==> src/hw/seebc_pkg.sv <==
// Shared constants for the serial EEPROM bus control block
package seebc_pkg;
  localparam int ADDR_W = 10;
  localparam logic [9:0] USER_TOP = 10'h1ff;
  localparam logic [9:0] TEST_MODE_BYTE_ADDR = 10'h204;
  localparam logic [9:0] PROGRAM_STATUS_ADDR = 10'h20e;
  localparam logic [7:0] TEST_MODE_BYTE_RST = 8'h00;
  localparam int BUSY_BIT = 1;
  localparam logic [7:0] BA_ENTER = 8'h80;
  localparam logic [7:0] BA_READ = 8'h81;
  localparam logic [7:0] BA_PROG = 8'h83;
  localparam logic [7:0] BA_ALT_OFS = 8'h04;
  localparam int TB_SHIFT_P06 = 0;
  localparam int TB_SHIFT_P03 = 2;
  localparam int TB_PUMP_OFF = 3;
  localparam int TB_SHIFT_M06 = 4;
  localparam int TB_ENABLE = 5;
  localparam int TB_SHIFT_M03 = 6;
  localparam int TB_BLOCK = 7;
  localparam int CLK_HZ = 40000000;
  localparam int PROG_TIME_US = 8000;
  localparam int PROG_CYCLES = (PROG_TIME_US * (CLK_HZ / 1000000));
endpackage

==> src/hw/seebc_ctl_if.sv <==
// Interface carrying decoded frames from the bus shifter to the memory core
`timescale 1ns/1ps
interface seebc_ctl_if;
  logic frame_done;
  logic [1:0] op;
  logic [15:0] wdata;
  logic [7:0] rdata;
  logic busy;
  modport shifter (output frame_done, output op, output wdata, input rdata, input busy);
  modport core (input frame_done, input op, input wdata, output rdata, output busy);
endinterface

==> src/hw/seebc_top.sv <==
// Serial EEPROM bus control: memory array, test byte, busy timer and bus slave
`timescale 1ns/1ps
module seebc_top #(
  parameter int PROG_CYCLES = seebc_pkg::PROG_CYCLES
) (
  input wire logic clock_i,
  input wire logic resetn_i,
  input wire logic frame_select_line_i,
  input wire logic bus_clock_line_i,
  input wire logic bus_data_i,
  output logic bus_data_o,
  output logic bus_data_oe_o,
  input wire logic unlock_i,
  input wire logic addr_option_i,
  output logic pump_enable_o,
  output logic [2:0] ref_shift_up_o,
  output logic [2:0] ref_shift_down_o
);
  typedef enum logic [1:0] {
    SEEBC_IDLE = 2'b01,
    SEEBC_BUSY = 2'b10
  } seebc_state_e;

  seebc_ctl_if ctl ();
  logic [7:0] mem [0:511];
  logic [9:0] mem_addr;
  logic [7:0] test_mode_byte;
  seebc_state_e state;
  logic [31:0] timer;
  logic [9:0] prog_addr;
  logic [7:0] prog_data;
  logic prog_block;
  logic [1:0] prog_set;
  logic [1:0] sel_s;
  logic [1:0] clk_s;
  logic [1:0] dat_s;
  logic [1:0] unl_s;
  logic [1:0] opt_s;
  logic shift_oe;
  logic busy;

  assign busy = (state == SEEBC_BUSY);
  assign ctl.busy = busy;

  // Pins cross from the bus domain; the first stage feeds only the second
  always_ff @(posedge clock_i) begin
    sel_s <= {sel_s[0], frame_select_line_i};
    clk_s <= {clk_s[0], bus_clock_line_i};
    dat_s <= {dat_s[0], bus_data_i};
    unl_s <= {unl_s[0], unlock_i};
    opt_s <= {opt_s[0], addr_option_i};
  end

  seebc_shifter u_shift (
    .clock_i(clock_i),
    .resetn_i(resetn_i),
    .sel_i(sel_s[1]),
    .clk_i(clk_s[1]),
    .dat_i(dat_s[1]),
    .alt_i(opt_s[1]),
    .dat_oe_o(shift_oe),
    .ctl(ctl.shifter)
  );

  function automatic logic protected_addr(input logic [9:0] a);
    protected_addr = (a <= seebc_pkg::USER_TOP) && (a[5:4] == 2'b00);
  endfunction

  function automatic logic block_hit(input logic [8:0] a, input logic [1:0] set);
    block_hit = !set[1] || (a[0] == set[0]);
  endfunction

  // Read word source, low byte only; status reads the busy flag
  always_comb begin
    ctl.rdata = 8'hff;
    if (mem_addr == seebc_pkg::PROGRAM_STATUS_ADDR) begin
      ctl.rdata = 8'h00;
      ctl.rdata[seebc_pkg::BUSY_BIT] = busy;
    end else if (mem_addr == seebc_pkg::TEST_MODE_BYTE_ADDR) begin
      ctl.rdata = test_mode_byte;
    end else if (mem_addr <= seebc_pkg::USER_TOP) begin
      ctl.rdata = mem[mem_addr[8:0]];
    end
  end

  // Address register has no reset, so a reset leaves it intact
  always_ff @(posedge clock_i) begin
    if (resetn_i && ctl.frame_done && ctl.op == 2'd1 && !busy) begin
      mem_addr <= ctl.wdata[9:0];
    end
  end

  // Busy sequencer; a start request during busy is dropped
  always_ff @(posedge clock_i) begin
    if (!resetn_i) begin
      state <= SEEBC_IDLE;
      timer <= 32'd0;
      prog_addr <= 10'h000;
      prog_data <= 8'h00;
      prog_block <= 1'b0;
      prog_set <= 2'b00;
    end else begin
      unique case (state)
        SEEBC_IDLE: begin
          if (ctl.frame_done && ctl.op == 2'd3) begin
            state <= SEEBC_BUSY;
            timer <= 32'(PROG_CYCLES);
            prog_addr <= mem_addr;
            prog_data <= ctl.wdata[7:0];
            prog_block <= test_mode_byte[seebc_pkg::TB_ENABLE] && test_mode_byte[seebc_pkg::TB_BLOCK]
              && !mem_addr[9];
            prog_set <= mem_addr[1:0];
          end
        end
        SEEBC_BUSY: begin
          if (timer == 32'd1) state <= SEEBC_IDLE;
          timer <= timer - 32'd1;
        end
        default: state <= SEEBC_IDLE;
      endcase
    end
  end

  logic pump_ok;
  assign pump_ok = !(test_mode_byte[seebc_pkg::TB_ENABLE] && test_mode_byte[seebc_pkg::TB_PUMP_OFF]);

  // Cells are written at the end of the busy time; abort by reset writes nothing
  generate
    for (genvar g = 0; g < 512; g++) begin : g_cell
      always_ff @(posedge clock_i) begin
        if (resetn_i && busy && timer == 32'd1 && pump_ok
            && (!protected_addr(10'(g)) || unl_s[1])) begin
          if (prog_block ? block_hit(9'(g), prog_set) : (prog_addr == 10'(g))) begin
            mem[g] <= prog_data;
          end
        end
      end
    end
  endgenerate

  // Test byte takes effect when its busy time ends and holds until reset or the next write to its address
  always_ff @(posedge clock_i) begin
    if (!resetn_i) begin
      test_mode_byte <= seebc_pkg::TEST_MODE_BYTE_RST;
    end else if (busy && timer == 32'd1 && prog_addr == seebc_pkg::TEST_MODE_BYTE_ADDR) begin
      test_mode_byte <= prog_data;
    end
  end

  always_ff @(posedge clock_i) begin
    if (!resetn_i) begin
      bus_data_o <= 1'b0;
      bus_data_oe_o <= 1'b0;
      pump_enable_o <= 1'b0;
      ref_shift_up_o <= 3'b000;
      ref_shift_down_o <= 3'b000;
    end else begin
      bus_data_o <= 1'b0;
      bus_data_oe_o <= shift_oe;
      pump_enable_o <= busy && pump_ok;
      if (test_mode_byte[seebc_pkg::TB_ENABLE]) begin
        ref_shift_up_o <= {1'b0, test_mode_byte[seebc_pkg::TB_SHIFT_P06], test_mode_byte[seebc_pkg::TB_SHIFT_P03]}
          + {2'b00, 1'b0};
        ref_shift_down_o <= {1'b0, test_mode_byte[seebc_pkg::TB_SHIFT_M06], test_mode_byte[seebc_pkg::TB_SHIFT_M03]};
      end else begin
        ref_shift_up_o <= 3'b000;
        ref_shift_down_o <= 3'b000;
      end
    end
  end

  AST_BUSY_HOLDS: assert property (@(posedge clock_i) disable iff (!resetn_i)
    ($rose(busy)) |-> busy [*8])
    else $error("busy cycle ended early");
  AST_ADDR_FROZEN: assert property (@(posedge clock_i) disable iff (!resetn_i)
    (busy && $past(busy)) |-> $stable(mem_addr))
    else $error("address changed while busy");
  AST_NO_RESTART: assert property (@(posedge clock_i) disable iff (!resetn_i)
    (busy && timer != 32'd1) |=> $stable(prog_data))
    else $error("program restarted while busy");
  AST_STATUS_BIT: assert property (@(posedge clock_i) disable iff (!resetn_i)
    (mem_addr == seebc_pkg::PROGRAM_STATUS_ADDR) |-> ctl.rdata[1] == busy)
    else $error("status bit wrong");
  AST_RESET_ABORT: assert property (@(posedge clock_i)
    (!resetn_i) |=> !busy && test_mode_byte == 8'h00)
    else $error("reset did not abort");
  AST_PUMP_OFF: assert property (@(posedge clock_i) disable iff (!resetn_i)
    (test_mode_byte[seebc_pkg::TB_ENABLE] && test_mode_byte[seebc_pkg::TB_PUMP_OFF]) |=> !pump_enable_o)
    else $error("pump on while disabled");
  AST_PROTECT: assert property (@(posedge clock_i) disable iff (!resetn_i)
    (busy && timer == 32'd1 && !prog_block && protected_addr(prog_addr) && !unl_s[1])
      |=> $stable(mem[prog_addr[8:0]]))
    else $error("protected cell written");
  AST_REF_SHIFT: assert property (@(posedge clock_i) disable iff (!resetn_i)
    (!test_mode_byte[seebc_pkg::TB_ENABLE]) |=> ref_shift_up_o == 3'b000 && ref_shift_down_o == 3'b000)
    else $error("reference shifted without test enable");
endmodule // seebc_top

==> src/hw/seebc_shifter.sv <==
// Serial bus framing: address byte, data bits LSB first, end pulse
`timescale 1ns/1ps
module seebc_shifter (
  input wire logic clock_i,
  input wire logic resetn_i,
  input wire logic sel_i,
  input wire logic clk_i,
  input wire logic dat_i,
  input wire logic alt_i,
  output logic dat_oe_o,
  seebc_ctl_if.shifter ctl
);
  logic sel_q;
  logic clk_q;
  logic [7:0] addr_sh;
  logic [15:0] data_sh;
  logic [4:0] cnt;
  logic in_addr;
  logic in_data;
  logic [7:0] base;
  logic clk_rise;
  logic sel_rise;
  logic sel_fall;
  assign clk_rise = clk_i & ~clk_q;
  assign sel_rise = sel_i & ~sel_q;
  assign sel_fall = ~sel_i & sel_q;
  assign base = alt_i ? seebc_pkg::BA_ALT_OFS : 8'h00;

  function automatic logic [1:0] match(input logic [7:0] a, input logic [7:0] b);
    if (a == seebc_pkg::BA_ENTER + b) match = 2'd1;
    else if (a == seebc_pkg::BA_READ + b) match = 2'd2;
    else if (a == seebc_pkg::BA_PROG + b) match = 2'd3;
    else match = 2'd0;
  endfunction

  always_ff @(posedge clock_i) begin
    if (!resetn_i) begin
      sel_q <= 1'b1; // Idle level, so no false edge follows reset
      clk_q <= 1'b1;
    end else begin
      sel_q <= sel_i;
      clk_q <= clk_i;
    end
  end

  // Edge tracking has no timer, so any pause on the bus keeps the bit position
  always_ff @(posedge clock_i) begin
    if (!resetn_i) begin
      cnt <= 5'd0;
      in_addr <= 1'b0;
      in_data <= 1'b0;
      addr_sh <= 8'h00;
      data_sh <= 16'h0000;
      ctl.op <= 2'd0;
    end else if (sel_fall) begin
      // A fall outside the data phase opens a frame; inside it, it is the end pulse
      in_addr <= !in_data;
      in_data <= 1'b0;
    end else if (sel_rise && in_addr) begin
      in_addr <= 1'b0;
      in_data <= 1'b1;
      cnt <= 5'd0;
      ctl.op <= match(addr_sh, base);
    end else if (clk_rise) begin
      if (in_addr) begin
        addr_sh <= {dat_i, addr_sh[7:1]};
      end else if (in_data && cnt != 5'd16) begin
        data_sh <= {dat_i, data_sh[15:1]};
        cnt <= cnt + 5'd1;
      end
    end
  end

  always_ff @(posedge clock_i) begin
    if (!resetn_i) begin
      ctl.frame_done <= 1'b0;
      ctl.wdata <= 16'h0000;
    end else begin
      ctl.frame_done <= sel_fall && in_data && ctl.op != 2'd0 && cnt != 5'd0;
      if (sel_fall && in_data) begin
        ctl.wdata <= (ctl.op == 2'd1) ? data_sh >> (5'd16 - cnt) : data_sh;
      end
    end
  end

  // Open drain: pull low for zero bits of the read word, LSB first
  always_ff @(posedge clock_i) begin
    if (!resetn_i) begin
      dat_oe_o <= 1'b0;
    end else if (sel_rise && in_addr && match(addr_sh, base) == 2'd2) begin
      dat_oe_o <= ~ctl.rdata[0]; // Bit 0 must stand before the first data clock
    end else if (in_data && ctl.op == 2'd2 && clk_rise && cnt < 5'd7) begin
      dat_oe_o <= ~ctl.rdata[cnt[2:0] + 3'd1];
    end else if (!in_data || ctl.op != 2'd2 || (clk_rise && cnt >= 5'd7)) begin
      dat_oe_o <= 1'b0; // Upper byte and foreign frames leave the line free
    end
  end

  AST_ADDR_MATCH: assert property (@(posedge clock_i) disable iff (!resetn_i)
    (sel_rise && in_addr && addr_sh == 8'h80 && !alt_i) |=> ctl.op == 2'd1)
    else $error("address 128 not matched");
  AST_NOMATCH_QUIET: assert property (@(posedge clock_i) disable iff (!resetn_i)
    (ctl.op == 2'd0) |-> !dat_oe_o)
    else $error("data driven for foreign address");
  AST_DONE_ON_END: assert property (@(posedge clock_i) disable iff (!resetn_i)
    ctl.frame_done |-> $past(sel_fall))
    else $error("frame done without end pulse");
endmodule // seebc_shifter

==> config.mk <==
export PLATFORM = sky130hd
export DESIGN_NAME = seebc_top
export DESIGN_NICKNAME = d
export VERILOG_FILES = /design/src/hw/seebc_pkg.sv /design/src/hw/seebc_ctl_if.sv /design/src/hw/seebc_top.sv /design/src/hw/seebc_shifter.sv
export SDC_FILE = /design/constraint.sdc
export NUM_CORES = 2
export LEC_CHECK = 0
export BUFFER_PORTS_ARGS = -buffer_cell sky130_fd_sc_hd__buf_2
export CAP_MARGIN = 20
export CORE_MARGIN = 4
export CORE_UTILIZATION = 50
export CTS_BUF_LIST = sky130_fd_sc_hd__clkbuf_4 sky130_fd_sc_hd__clkbuf_8
export DETAILED_ROUTE_END_ITERATION = 8
export MAX_ROUTING_LAYER = met4
export PLACE_DENSITY = 0.63
export SLEW_MARGIN = 10
export SYNTH_ARGS = -nofsm -noshare
export SYNTH_HDL_FRONTEND = slang
export SYNTH_SLANG_ARGS = --single-unit
==> constraint.sdc <==
create_clock -name clock_i -period 20.8 [get_ports clock_i]
set_input_delay 1.04 -clock clock_i [delete_from_list [all_inputs] [get_ports clock_i]]
set_output_delay 1.04 -clock clock_i [all_outputs]
set_load 0.03 [all_outputs]
After elaboration in Yosys (flattened, before gate mapping) --
Memory sizes are Yosys's and may differ from the RTL's. A register that Yosys moved wholly into a read port is not among the register bits. Cells that the tools add are included.
Storage, ports and cells: logic and storage cells 2709, memory bits (writable) 4096, register bits 138, output and inout bits 9, bits of input ports 7, memories kept 1
Memories:
- mem | depth 512, bits a word 8, rd ports 1, clocked after memory_dff 1, write ports 512, line seebc_top.sv:25 | logic [7:0] mem [0:511];
Operators by class: equal/unequal tests 529, multiplexer cells 2074, reductions and logical operators 50, magnitude comparators 4, bitwise gates (word level) 13, shift operators 1, add/sub/neg operators 7
Operators with widths (number):
- $eq A10 B9 Y1 const B | 256
- $mux W1 | 2054
- $eq A10 B8 Y1 const B | 128
- $eq A10 B7 Y1 const B | 64
- $eq A10 B6 Y1 const B | 32
- $eq A10 B5 Y1 const B | 16
- $eq A10 B4 Y1 const B | 8
- $pmux W32 S2 | 1
- $eq A10 B3 Y1 const B | 4
- $eq A32 B1 Y1 const B | 1
- $mux W32 | 1
- $sub A32 B1 Y32 const B | 1
- $eq A10 B10 Y1 const B | 3
- $add A8 B8 Y8 const A | 3
- $eq A8 B8 Y1 | 3
- $logic_and A1 B1 Y1 | 24
- $mux W8 | 3
- $eq A10 B2 Y1 const B | 2
- $mux W5 | 4
- $shr A16 B5 Y10 | 1
- $mux W2 | 6
- $eq A10 B1 Y1 const B | 1
- $le A10 B9 Y1 const B | 1
- $logic_not A10 Y1 | 1
- other kinds (27) | 60

Longest topological paths before layout --
depth after elaboration 10, gate-level depth with buffers 17, gate-level depth less buffers 10

Cells and area by module --
From an unflattened synthesis, not the netlist that was laid out.
Unflattened totals: cell total of the unflattened synthesis 8918, area total of the unflattened synthesis 168346.5 µm²
By module, submodules not included:
- seebc_top | area an instance 165273.5 µm², cells an instance 8578, sequential area each 125019.9 µm², instances 1
- seebc_shifter | area an instance 3072.9 µm², cells an instance 340, sequential area each 1061.0 µm², instances 1

Least setup slack after synthesis --
OpenSTA, ideal clock, no wires.
path type register -> register, start point register prog_data[0], end point memory mem[0][0], data pin, required time 19.288 ns, arrival time 6.529 ns, library setup time 1.512 ns, period minus slack after synthesis 8.041 ns, buffers on the path 0, cell stages (with the launch flop) 1, setup slack 12.759 ns, cell sequence dfxtp_1
RTL lines:
- start: declaration | line seebc_top.sv:31 | logic [7:0] prog_data;
- start signal: assignment | line seebc_top.sv:109 | prog_data <= ctl.wdata[7:0];
- end: declaration | line seebc_top.sv:25

==> results by group <==
Run status
  • Status: completed

Power and ir drop
  • VDD IR max: ~0.067 mV
  • P_leak: roughly 60 nW
  • Pwr Density: approximately 87 mW/mm^2

Layout
  • Area added between synthesis and finish: 11.1%
  • Net count, final: 9491
  • Share of cells above drive strength 1: a little under a quarter
  • Final Core Density: a little under three fifths

STA
  • Final worst slack: between 10000 and 15000 ps
  • Max Clk Rate: approximately 0.13 GHz
  • Setup TNS Final: 0 ps
  • Part of the cycle the worst path needs: between 30% and 40%
  • Min Tclk post-route: 7540 ps
  • Worst-margin pin slew: between 1000 and 1500 ps
  • Max_slew headroom: under 10%
  • Setup violations, final: 0
  • RSZ-0062 raised after global routing: no
  • Final Skew: about 89 ps
  • Final Max Slew Viols: 0
  • Final hold viol count: 0

GRT
  • Met3 GRT Util: under 10%
  • Met1 global-route usage: a little over two fifths
  • Initial antenna violation count: 77
  • Pin count of the biggest net entering global routing: 210
  • Vias in the first global route: between 90000 and 100k
  • First-pass GRT wire length: around 770000 um
  • GRT Util Overall: between 30 and 40%
  • GR peak layer: met2
  • Overflow after GRT: 0
  • M2 GR Usage: between 40% and 50%

Yosys
  • Post-synthesis compound-gate area fraction: 5.28%
  • Multiplexer area fraction after synthesis: approximately 14%
  • Avg Cell Area, Syn: ~19 um^2
  • Commonest cells in the netlist: edfxtp_1 (4106), mux4_2 (796), nor2_1 (677), a21oi_1 (639), mux2i_1 (510)
  • Largest family of logic cells by synthesized area: multiplexers
  • Synth top area share: 72.8%
  • EDFF count, synth: 4106
  • Yosys cell types: 90
  • Synthesized instance count: between 9000 and 10000
  • Top_reg_cell synth: edfxtp_1
  • Post-synth ARST share: 0%
  • Post-Synth Adder-Cell Area: less than 1%
  • Xor and xnor area share after synthesis: less than 1%
  • Area leader, netlist: edfxtp_1
  • Area contributors post-synth: edfxtp_1 (73%), mux4_2 (11%), mux2i_1 (3.0%)
  • Seq/Total Area, Yosys: roughly 74%
  • Seq cells post-synth: 4239
  • Top-count cell post-synth: edfxtp_1
  • Simple-gate share of the synthesized area: under 10%
  • Mapped cell area: about 0.17 mm^2
  • Yosys Warn Count: 0

Floorplanning
  • Core area: 0.337 mm^2
  • Chip Width: 590 um
  • Starting Density: around 50%
  • Die area: 0.348 mm^2
  • Die height: ~590 um
  • Num ports: 16
  • Rows: ~210

Job
  • MaxCap Viol Count: 0

Worst hold path
  • Worst hold path class: flip-flop to flip-flop

Clock tree
  • Clk Latency, worst-skew pair: approximately 1300 ps
  • H-tree levels: 6
  • Clk buf depth: 4
  • Postcts setup bufs: 0
  • Reg clk slew, reported paths: 60 ps
  • CTS tree: yes
  • Hold buffers post-CTS: 5
  • CTS Root Buffer Type: clkbuf_8
  • Clock sinks: 4239
  • TritonCTS Buffers: just under 700
  • Cells resized by post-CTS repair: 0

Detailed routing
  • Vias post-DR: roughly 99000
  • Starting DRT DRC Count: 16500
  • Antenna Nets Post-Route: 0
  • DRC: 0
  • WL per Instance: between 30 and 40 um
  • Number of iterations in the first detailed-routing pass: 7
  • Post-Route WL: about 560000 um
  • DR vias/cell: just under 7

Placement
  • Placer Congestion: 0.928
  • Pre-CTS setup slack: 13370 ps
  • Port Buffers: 12
  • Post-DP HPWL: 336000 um

Worst setup path
  • Crit Path Class: flip-flop to flip-flop
  • Crit path arrival time: just under 9000 ps
  • Setup crit start kind: flip-flop
  • Worst Setup End Kind: flip-flop
  • Critical Path RT: 21950 ps
  • CP max FO: just over 70
==> registers in the layout, indices dropped and copies added, names as in the netlist, 2 cells and up, named ones only <==
name / count
sel_s: 2
ref_shift_up_o: 2
mem: 4096
mem_addr: 10
dat_s: 2
prog_data: 8
u_shift.data_sh: 16
ref_shift_down_o: 2
prog_addr: 10
opt_s: 2
timer: 32
u_shift.ctl.op: 2
test_mode_byte: 8
u_shift.ctl.wdata: 10
unl_s: 2
u_shift.addr_sh: 8
state: 2
clk_s: 2
u_shift.cnt: 5
==> layer usage <==
metal	part of all wire (%)	wire length, um	vias up
li1	-	-	38200
met5	0	0	-
met4	6.1	33800	0
met1	36	198000	50900
met3	14	78200	1574
met2	44	248000	7930
==> cell type report <==
cell class | count | area (um^2)
Tap cell | 4515 | 5650
Clock buffer | 925 | 11300
Sequential cell | 4239 | 126000
Fill cell | 25600 | 149000
Multi-Input combinational cell | 4211 | 40100
Clock inverter | 307 | 1880
Antenna cell | 71 | 178
Timing Repair Buffer | 324 | 2790
Inverter | 21 | 97.6
==> worst max-delay path: stages, from the launching register on <==
cell       delay [ps]
dfxtp_4           870
buf_4             770
buf_4             680
buf_4             690
buf_12            530
mux2i_1           170
o22ai_1           750
o32ai_1           410
a211oi_1          690
nand4_1           350
o2111ai_1         780
a211oi_1          180
a211oi_1          250
nor3_1            110
==> worst paths after layout <==
| check | from | cells past startpoint | slack (ps) | endpoint |
|---|---|---|---|---|
| hold reg to reg | sel_s[0]$_DFF_P_ | 0 | 310 | sel_s[1]$_DFF_P_ |
| setup / recovery | flip-flop | 13 | 13260 | u_shift.dat_oe_o$_SDFFE_PN0P_ |
| hold / removal | sel_s[0]$_DFF_P_ | 0 | 310 | sel_s[1]$_DFF_P_ |
| setup reg to reg | flip-flop | 13 | 13260 | u_shift.dat_oe_o$_SDFFE_PN0P_ |
==> cells in the final DEF (no fill, tap or decap), drive strengths merged, types with 67 or more instances in the layout <==
cell / n
clkinv: 256
a211oi: 67
diode: 71
mux4: 824
a21oi: 639
nor3: 69
o22ai: 123
dfxtp: 133
mux2i: 510
a22oi: 82
nor2: 677
o221ai: 143
o21ai: 94
clkbuf: 925
nand3: 81
buf: 318
nand2: 322
edfxtp: 4106
==> power breakdown <==
part	internal [W]	switching, W	leakage (nW)	total (W)
registers	0.00922	0.00000144	39.1	0.00922
logic	0.00000333	0.00000608	15.1	0.00000942
clock network	0.00363	0.00342	6.96	0.00705
==> through the flow <==
| stage | instance area (um^2) | hold WS [ps] | power, W | instances |
|---|---|---|---|---|
| after CTS | 188000 | 314 | 0.0163 | 14500 |
| final | 188000 | 309 | 0.0163 | 14600 |
| after detailed placement | 174000 | 315 | 0.00941 | 13300 |
| after global placement | 174000 | 318 | 0.00941 | 13300 |
| after global routing | 188000 | 319 | 0.0167 | 14600 |
| after floorplan | 169000 | 310 | 0.00940 | 9124 |
==> logic make-up after synthesis <==
| kind of cell | count (synthesis) |
|---|---|
| flops | 4239 |
| compound gates | 1406 |
| simple gates | 1395 |
| mux | 1392 |
| buf+inv | 674 |
| xor+xnor | 9 |
| fa+ha+maj | 6 |
| other cells | 1 |
No activity file was read; power rests on OpenSTA's default activity.
